--- config.mk ---
export PLATFORM = sky130hd
export DESIGN_NAME = swsp_slot_timer
export DESIGN_NICKNAME = d
export VERILOG_FILES = /design/src/common/swsp_pkg.sv /design/src/core/swsp_slot_timer.sv /design/src/core/swsp_sync.sv
export SDC_FILE = /design/constraint.sdc
export NUM_CORES = 1
export LEC_CHECK = 0
export ABC_AREA = 1
export BUFFER_PORTS_ARGS = -buffer_cell sky130_fd_sc_hd__buf_2
export CAP_MARGIN = 40
export CORE_AREA = 4 4 268 270
export CTS_CLUSTER_SIZE = 8
export DETAILED_ROUTE_END_ITERATION = 7
export DIE_AREA = 0 0 272 274
export GPL_TIMING_DRIVEN = 0
export PLACE_DENSITY_LB_ADDON = 0.25
export SYNTH_ARGS = -nofsm -noshare
export SYNTH_HDL_FRONTEND = slang
export SYNTH_SLANG_ARGS = --single-unit
export TNS_END_PERCENT = 50
--- constraint.sdc ---
create_clock -name clk -period 8 [get_ports clk]
set_clock_uncertainty 0.15 [all_clocks]
set_input_delay 0.4 -clock clk [delete_from_list [all_inputs] [get_ports clk]]
set_output_delay 0.4 -clock clk [all_outputs]
set_load 0.01 [all_outputs]
--- src/common/swsp_pkg.sv ---
// Shared constants and types for the single-wire slot and pullup timer.
`default_nettype none
package swsp_pkg;
    localparam int CLK_NS = 10;
    localparam int TW = 16;
    localparam int CW = TW + 2;
    localparam int NT = 9;
    localparam int NTAB = 2 * NT;
    localparam logic [7:0] A_CTRL = 8'h00;
    localparam logic [7:0] A_CMD = 8'h04;
    localparam logic [7:0] A_STAT = 8'h08;
    localparam logic [5:0] A_TIME_W = 6'h10;
    localparam int C_OD = 0;
    localparam int C_APU = 1;
    localparam int C_SPU = 2;
    localparam int C_MULTI = 3;
    localparam int CTRL_W = 4;
    localparam int K_OP = 0;
    localparam int K_BIT = 2;
    localparam int S_BUSY = 0;
    localparam int S_RBIT = 1;
    localparam int S_PRES = 2;
    localparam int S_SPU = 3;
    localparam int S_SHORT = 4;
    localparam int S_APU = 5;
    localparam int T_W1L = 0;
    localparam int T_W0L = 1;
    localparam int T_REC = 2;
    localparam int T_MSR = 3;
    localparam int T_SLOT = 4;
    localparam int T_RSTL = 5;
    localparam int T_RSTH = 6;
    localparam int T_APU = 7;
    localparam int T_RECX = 8;
    typedef int unsigned swsp_tab_t [NTAB];
    // Standard speed first, then overdrive, in ns.
    localparam swsp_tab_t DEF_NS = '{8000, 60000, 5000, 14000, 70000, 560000, 560000, 1000, 5000,
                                    1000, 8000, 2000, 2000, 10000, 56000, 56000, 500, 2000};
    typedef enum logic [2:0] {S_IDLE, S_LOW, S_REL, S_REC, S_ACTIVE_PULLUP_IMPEDANCE, S_RHI} swsp_state_e;
    typedef enum logic [1:0] {OP_RST, OP_WRITE, OP_READ} swsp_op_e;
    function automatic swsp_tab_t defCyc();
        swsp_tab_t t;
        for (int i = 0; i < NTAB; i++) begin
            t[i] = (DEF_NS[i] + CLK_NS - 1) / CLK_NS;
        end
        return t;
    endfunction : defCyc
    localparam swsp_tab_t DEF_CYC = defCyc();
endpackage : swsp_pkg
`default_nettype wire

--- src/core/swsp_slot_timer.sv ---
// Single-wire slot timing and pullup engine with an Avalon-MM register port.
//
// Implementation choices: the placing of the registers and the Avalon-MM register port.
`default_nettype none
module swsp_slot_timer #(
    parameter int TW = swsp_pkg::TW,
    parameter swsp_pkg::swsp_tab_t DEF_CYC = swsp_pkg::DEF_CYC
) (
    input wire logic clk,
    input wire logic rst_n,
    input wire logic [7:0] avs_address,
    input wire logic avs_read,
    input wire logic avs_write,
    input wire logic [31:0] avs_writedata,
    input wire logic [3:0] avs_byteenable,
    output logic [31:0] avs_readdata,
    output logic avs_waitrequest,
    input wire logic lineIn,
    output logic lineOut,
    output logic lineOe,
    input wire logic apuThrIn,
    output logic apuOe,
    output logic weakPuOn
);
    localparam int CW = TW + 2;
    localparam int NTAB = swsp_pkg::NTAB;

    typedef struct packed {
        swsp_pkg::swsp_state_e st;
        swsp_pkg::swsp_op_e op;
        logic bitv;
        logic speed;
        logic armed;
        logic apuOn;
        logic spuPend;
        logic spuOn;
        logic hiSeen;
        logic loSeen;
        logic short;
        logic rbit;
        logic pres;
        logic rdDone;
        logic drvLow;
        logic prevThr;
        logic [CW-1:0] cnt;
        logic [TW-1:0] recCnt;
        logic [swsp_pkg::CTRL_W-1:0] ctrl;
        logic [31:0] rdata;
        logic [NTAB-1:0][TW-1:0] tim;
    } swsp_q_s;

    swsp_q_s q;
    swsp_q_s d;
    logic [1:0] syncIn;
    logic lineHi;
    logic thrRise;
    logic cmdWr;
    logic ctrlWr;
    logic startCmd;
    logic trig;
    logic [TW-1:0] lowLen;
    logic [TW-1:0] recLen;
    logic [CW-1:0] lowEnd;
    logic [5:0] tIdx;

    ////////////////////////////////////////////////////////////////////////////////
    // Line input synchronisation.
    swsp_sync #(.W(2)) uSync (
        .clk(clk),
        .rst_n(rst_n),
        .asyncIn({apuThrIn, lineIn}),
        .syncOut(syncIn)
    );
    assign lineHi = syncIn[0];
    assign thrRise = syncIn[1] & ~q.prevThr;

    // Picks a period from the set of the current speed.
    function automatic logic [TW-1:0] tget(input logic [NTAB-1:0][TW-1:0] t, input logic sp, input int idx);
        return t[(sp ? swsp_pkg::NT : 0) + idx];
    endfunction : tget

    // True when a word address falls inside the timer table.
    function automatic logic isTime(input logic [7:0] a);
        return a[7:2] >= swsp_pkg::A_TIME_W && a[7:2] < swsp_pkg::A_TIME_W + 6'(NTAB);
    endfunction : isTime

    function automatic logic [CW-1:0] ext(input logic [TW-1:0] v);
        return {2'b00, v};
    endfunction : ext

    ////////////////////////////////////////////////////////////////////////////////
    // Next-state logic.
    always_comb begin
        d = q;
        d.prevThr = syncIn[1];
        tIdx = avs_address[7:2] - swsp_pkg::A_TIME_W;
        cmdWr = avs_write && avs_address == swsp_pkg::A_CMD && avs_byteenable[0];
        ctrlWr = avs_write && avs_address == swsp_pkg::A_CTRL && avs_byteenable[0];
        startCmd = cmdWr && q.st == swsp_pkg::S_IDLE && avs_writedata[swsp_pkg::K_OP +: 2] != 2'h3;
        avs_waitrequest = (avs_read && !q.rdDone) || (cmdWr && q.st != swsp_pkg::S_IDLE);
        lowLen = (q.op == swsp_pkg::OP_RST) ? tget(q.tim, q.speed, swsp_pkg::T_RSTL) :
                 (q.op == swsp_pkg::OP_WRITE && !q.bitv) ? tget(q.tim, q.speed, swsp_pkg::T_W0L) :
                 tget(q.tim, q.speed, swsp_pkg::T_W1L);
        recLen = TW'(tget(q.tim, q.speed, swsp_pkg::T_REC)
                 + ((q.op == swsp_pkg::OP_WRITE && !q.bitv) ? TW'(0) :
                    TW'(tget(q.tim, q.speed, swsp_pkg::T_W0L) - tget(q.tim, q.speed, swsp_pkg::T_W1L)))
                 + (q.ctrl[swsp_pkg::C_MULTI] ? tget(q.tim, q.speed, swsp_pkg::T_RECX) : TW'(0)));
        lowEnd = ext(lowLen);
        trig = q.armed && thrRise && (q.st != swsp_pkg::S_RHI || q.loSeen);

        // Register port.
        d.rdDone = avs_read && !q.rdDone;
        if (avs_read && !q.rdDone) begin
            if (avs_address == swsp_pkg::A_CTRL) begin
                d.rdata = {28'h0000000, q.ctrl};
            end else if (avs_address == swsp_pkg::A_STAT) begin
                d.rdata = {26'h0000000, q.apuOn, q.short, q.spuOn, q.pres, q.rbit, q.st != swsp_pkg::S_IDLE};
            end else if (isTime(avs_address)) begin
                d.rdata = {16'h0000, q.tim[tIdx]};
            end else begin
                d.rdata = 32'h00000000;
            end
        end
        if (ctrlWr) begin
            d.ctrl = avs_writedata[swsp_pkg::CTRL_W-1:0];
            if (!avs_writedata[swsp_pkg::C_SPU]) begin
                d.spuOn = 1'b0;
                d.spuPend = 1'b0;
            end
        end
        if (avs_write && isTime(avs_address) && avs_byteenable[1:0] == 2'h3) begin
            d.tim[tIdx] = avs_writedata[TW-1:0];
        end

        // Slot sequencer.
        case (q.st)
            swsp_pkg::S_IDLE: begin
                if (startCmd) begin
                    d.st = swsp_pkg::S_LOW;
                    d.op = swsp_pkg::swsp_op_e'(avs_writedata[swsp_pkg::K_OP +: 2]);
                    d.bitv = avs_writedata[swsp_pkg::K_BIT];
                    d.speed = q.ctrl[swsp_pkg::C_OD];
                    d.cnt = '0;
                    d.drvLow = 1'b1;
                    d.armed = 1'b0;
                    d.hiSeen = 1'b0;
                    d.loSeen = 1'b0;
                    d.short = 1'b0;
                    d.pres = 1'b0;
                    if (q.spuOn) begin
                        d.spuOn = 1'b0;
                        d.spuPend = 1'b0;
                        d.ctrl[swsp_pkg::C_SPU] = 1'b0;
                    end else begin
                        d.spuPend = q.ctrl[swsp_pkg::C_SPU];
                    end
                end
            end
            swsp_pkg::S_LOW: begin
                d.cnt = q.cnt + 1'b1;
                if (q.cnt + 1'b1 >= lowEnd) begin
                    d.drvLow = 1'b0;
                    d.armed = 1'b1;
                    d.st = (q.op == swsp_pkg::OP_RST) ? swsp_pkg::S_ACTIVE_PULLUP_IMPEDANCE : swsp_pkg::S_REL;
                end
            end
            swsp_pkg::S_REL: begin
                d.cnt = q.cnt + 1'b1;
                if (lineHi) begin
                    d.st = swsp_pkg::S_REC;
                    d.recCnt = '0;
                end else if (q.cnt >= lowEnd + ext(tget(q.tim, q.speed, swsp_pkg::T_RSTH))) begin
                    d.short = 1'b1;
                    d.armed = 1'b0;
                    d.apuOn = 1'b0;
                    d.st = swsp_pkg::S_IDLE;
                end
            end
            swsp_pkg::S_REC: begin
                d.cnt = q.cnt + 1'b1;
                d.recCnt = q.recCnt + 1'b1;
                if (q.recCnt + 1'b1 >= recLen && (q.op != swsp_pkg::OP_READ ||
                    q.cnt + 1'b1 >= ext(tget(q.tim, q.speed, swsp_pkg::T_SLOT)))) begin
                    d.st = swsp_pkg::S_IDLE;
                    d.apuOn = 1'b0;
                    d.armed = 1'b0;
                end
            end
            swsp_pkg::S_ACTIVE_PULLUP_IMPEDANCE: begin
                d.cnt = q.cnt + 1'b1;
                if (lineHi) begin
                    d.hiSeen = 1'b1;
                end
                if (q.cnt + 1'b1 >= lowEnd + ext(tget(q.tim, q.speed, swsp_pkg::T_APU))) begin
                    d.apuOn = 1'b0;
                    d.armed = 1'b1;
                    d.st = swsp_pkg::S_RHI;
                end
            end
            swsp_pkg::S_RHI: begin
                d.cnt = q.cnt + 1'b1;
                if (lineHi) begin
                    d.hiSeen = 1'b1;
                end else if (q.hiSeen) begin
                    d.loSeen = 1'b1;
                    d.pres = 1'b1;
                end
                if (q.cnt + 1'b1 >= lowEnd + ext(tget(q.tim, q.speed, swsp_pkg::T_RSTH))) begin
                    d.st = swsp_pkg::S_IDLE;
                    d.apuOn = 1'b0;
                    d.armed = 1'b0;
                    d.short = !q.hiSeen && !lineHi;
                end
            end
            default: begin
                d.st = swsp_pkg::S_IDLE;
            end
        endcase

        // Read sample at the sample point of a read slot.
        if (q.op == swsp_pkg::OP_READ && q.st != swsp_pkg::S_IDLE &&
            q.cnt == ext(tget(q.tim, q.speed, swsp_pkg::T_MSR))) begin
            d.rbit = lineHi;
        end
        // Trigger fires only inside a slot or reset cycle; a set here wins over a clear above, except apuOn when the sequencer returns to S_IDLE.
        if (trig && q.st != swsp_pkg::S_IDLE) begin
            d.armed = 1'b0;
            if (d.st != swsp_pkg::S_IDLE) begin
                d.apuOn = q.ctrl[swsp_pkg::C_APU];
            end
            if (q.spuPend) begin
                d.spuOn = 1'b1;
                d.spuPend = 1'b0;
            end
        end
    end

    ////////////////////////////////////////////////////////////////////////////////
    // State register.
    always_ff @(posedge clk or negedge rst_n) begin
        if (!rst_n) begin
            q <= '0;
            q.prevThr <= 1'b1;
            for (int i = 0; i < NTAB; i++) begin
                q.tim[i] <= TW'(DEF_CYC[i]);
            end
        end else begin
            q <= d;
        end
    end

    assign avs_readdata = q.rdata;
    assign lineOut = 1'b0;
    assign lineOe = q.drvLow;
    assign weakPuOn = !q.drvLow;
    assign apuOe = q.apuOn | q.spuOn;
endmodule : swsp_slot_timer
`default_nettype wire

--- src/core/swsp_sync.sv ---
// Two-stage synchroniser for asynchronous line inputs.
`default_nettype none
module swsp_sync #(
    parameter int W = 2
) (
    input wire logic clk,
    input wire logic rst_n,
    input wire logic [W-1:0] asyncIn,
    output logic [W-1:0] syncOut
);
    genvar g;
    generate
        for (g = 0; g < W; g++) begin : gBit
            logic meta_q;
            logic sync_q;
            always_ff @(posedge clk or negedge rst_n) begin
                if (!rst_n) begin
                    meta_q <= 1'b1;
                    sync_q <= 1'b1;
                end else begin
                    meta_q <= asyncIn[g];
                    sync_q <= meta_q;
                end
            end
            assign syncOut[g] = sync_q;
        end
    endgenerate
endmodule : swsp_sync
`default_nettype wire

==> flow_summary_export.csv <==
group,metric,value,unit
clocking,cts_sinks,364,
sta,min_period,7.48,ns
power,cellPowerDensity,207,nW/um2
clocking,cts_made_buffers,52,
hold_path,worst_hold_path_type,"input port to flip-flop",
yosys,synthTopCellsByArea,"dfrtp_1 (28%), nand2_1 (13%), dfstp_2 (10%)",
sta,fmax,134,MHz
yosys,synth_warnings,0,
routing,wire_per_inst,24.1,um
final_layout,num_antenna_cells,0,
die,core,69500,um2
final_layout,drive_above_1_share,0.102,
grt,grt_pass1_vias,22600,
worst_setup_path,critPathRequiredTime,8.33,ns
yosys,syn_area,24100,um2
sta,slew_headroom,0.332,
sta,postLayoutSetupSlackWorst,0.519,ns
routing,first_pass_iters,6,
grt,grt_overflow,0,
clocking,clock-root-buffer,"clkbuf_16",
clocking,cts_tree,"yes",
worst_setup_path,path_max_fanout,10,
power,totalPowerFinal,5720,uW
final_layout,area_growth,14.3,%
worst_setup_path,critical_path_class,"flip-flop to flip-flop",
routing,drt_iter0_drc,2913,
final_layout,final_common_cell,"nand2_1",
routing,via_count,23700,
routing,antenna_left,0,
routing,drcViolationCount,0,
flow_run,drv_cap,0,
yosys,synth_edf_count,0,
worst_setup_path,critPathLaunchType,"flip-flop",
yosys,synth_top_area_frac,0.281,
clocking,post-cts-setup-buffers,0,
sta,max_slew.worst_pin.slew,1.00,ns
final_layout,layout.nets,3531,
clocking,cts_max_level,2,
sta,final_hold_viol_count,0,
yosys,synthCells,3140,
worst_setup_path,crit_top_cell,"nand2_1",
status,status,"finished, final reports clean",
worst_setup_path,crit_path_top_delay_cell,"fa_1",
die,io_pins,87,
yosys,synth_flop_cell,"dfrtp_1",
yosys,synthArstFlopShare,1.00,
final_layout,layout_common_cells,"nand2_1 (817), o21ai_0 (479), inv_1 (324), dfrtp_1 (271), ha_1 (166)",
worst_setup_path,crit_arrival,7.81,ns
die,fp.dieH,274,um
grt,grt_usage,0.272,
yosys,syn_area_per_cell,7.69,um2
sta,slew_violations,0,
clocking,cts.reportedPaths.clkPinSlew,0.05,ns
yosys,ys_ff_latch,364,
yosys,ys_types,59,
die,die_w,272,um
place,io_buffers,51,
sta,setup_viol_count_final,0,
die,start_util,0.347,
yosys,seq_area_frac_synth,0.382,
place,pre_cts_slack,-0.194,ns
final_layout,post-route-util,0.397,
grt,grt_max_degree,97,
die,row_count,97,
die,die_area,74500,um2
power,vdd_ir_drop_max,0.135,mV
power,power.leakage,0.0124,uW
grt,grt_pass1_wl,151000,um
place,dp_hpwl,80800,um
place,gp_congestion,1.01,
routing,via_per_inst,5.53,
worst_setup_path,crit_path_end_kind,"flip-flop",
sta,finalCritPeriodShare,0.935,
worst_setup_path,slowest_delay,0.52,ns
clocking,insertion_delay,0.62,ns
clocking,clockBufferDepth,3,
grt,antenna_found_initial,1,
routing,drt_wl_total,103000,um
yosys,yosysTopAreaCell,"dfrtp_1",
layout make-up:
class	count	area, um2
Tap cell	940	1180
Inverter	332	1250
Multi-Input combinational cell	2276	12900
Clock buffer	93	1490
Fill cell	7329	41900
Clock inverter	3	30.0
Timing Repair Buffer	86	631
Buffer	184	860
Sequential cell	364	9230
report_power, final:
part	switching, uW	internal, uW
logic	1070	516
registers	79.3	1930
clock network	884	1240
total	2030	3690
layer usage:
layer	track usage	vias up	part of all wire	wire, um
met5	0	-	0.00015	15
met4	0.131	2	0.057	5860
met3	0.0535	269	0.091	9440
met2	0.413	1230	0.43	44100
met1	0.372	11400	0.42	43800
li1	-	10800	-	-
worst paths after layout:
kind                                            from              endpoint  slack (ns)  cells past startpoint
worst max-delay path                          q[370]                q[368]        0.52                     46
worst min-delay path                avs_writedata[2]                q[366]        0.06                      4
worst max register to register                q[370]                q[368]        0.52                     46
worst min register to register  uSync.gBit[1].meta_q  uSync.gBit[1].sync_q        0.21                      0
max in group asynchronous                      rst_n                 q[73]        6.03                      4
min in group asynchronous                      rst_n                q[327]        0.27                      2
registers in the layout, indices dropped and copies added (netlist names):
register           cells
lineOe                 1
uSync.gBit.meta_q      2
q                    343
uSync.gBit.sync_q      2
avs_readdata          16
repair_timing:
item,in CTS,in global routing
hold buffers,12,0
gates resized for setup,4,22
endpoints found under the hold margin,84,0
pin swaps,0,1
setup endpoints to repair,2,4
critical path, delay by kind of cell (launching register included):
family,cells,cell delay [ns]
adders and majority gates,5,1.74
buffers and inverters,10,1.27
AOI/OAI and AO/OA,9,1.69
xor gates and xnor gates,1,0.14
DFF,1,0.33
and+or+nand+nor,21,2.05
cell usage after synthesis, types with 4 or more instances:
library cell,n
nand2_1,817
o21ai_0,480
inv_1,324
dfrtp_1,271
ha_1,166
a21oi_1,152
nor2_1,145
clkbuf_1,125
dfstp_2,93
a22oi_1,92
nand3_1,50
xor2_1,48
buf_4,33
o22ai_1,33
nor3_1,26
mux2i_1,25
or2_2,21
fa_1,19
o221ai_1,18
buf_2,16
nand4_1,16
xnor2_1,16
a21boi_0,13
a32oi_1,13
a221oi_1,11
buf_1,9
a2111oi_0,8
a21o_1,8
o2111ai_1,8
o21bai_1,8
a211oi_1,7
o21ai_1,7
nand3_2,6
o211ai_1,5
clkinv_1,4
inv_2,4
nor2_2,4
o31ai_1,4
cells by family after synthesis:
kind of cell | Yosys count | synth area share
other | 1 | 0.000155
xor gates and xnor gates | 66 | 0.0246
adders and majority gates | 185 | 0.102
muxes | 25 | 0.0104
AOI/OAI and AO/OA | 880 | 0.209
and+or+nand+nor | 1103 | 0.186
buffers and inverters | 516 | 0.0862
DFF | 364 | 0.382
metrics by stage:
step                      instances  hold slack, ns  cell area [um2]  setup TNS [ns]
after floorplan                3156         -0.0456            24200               0
after global placement         4147           0.203            25600         -307.93
after detailed placement       4168           0.200            25900          -0.354
after CTS                      4276          0.0372            27600               0
after global routing           4278          0.0806            27600        -0.00238
final                          4278          0.0631            27600               0
Note: power is estimated with default switching activity, not from simulation.
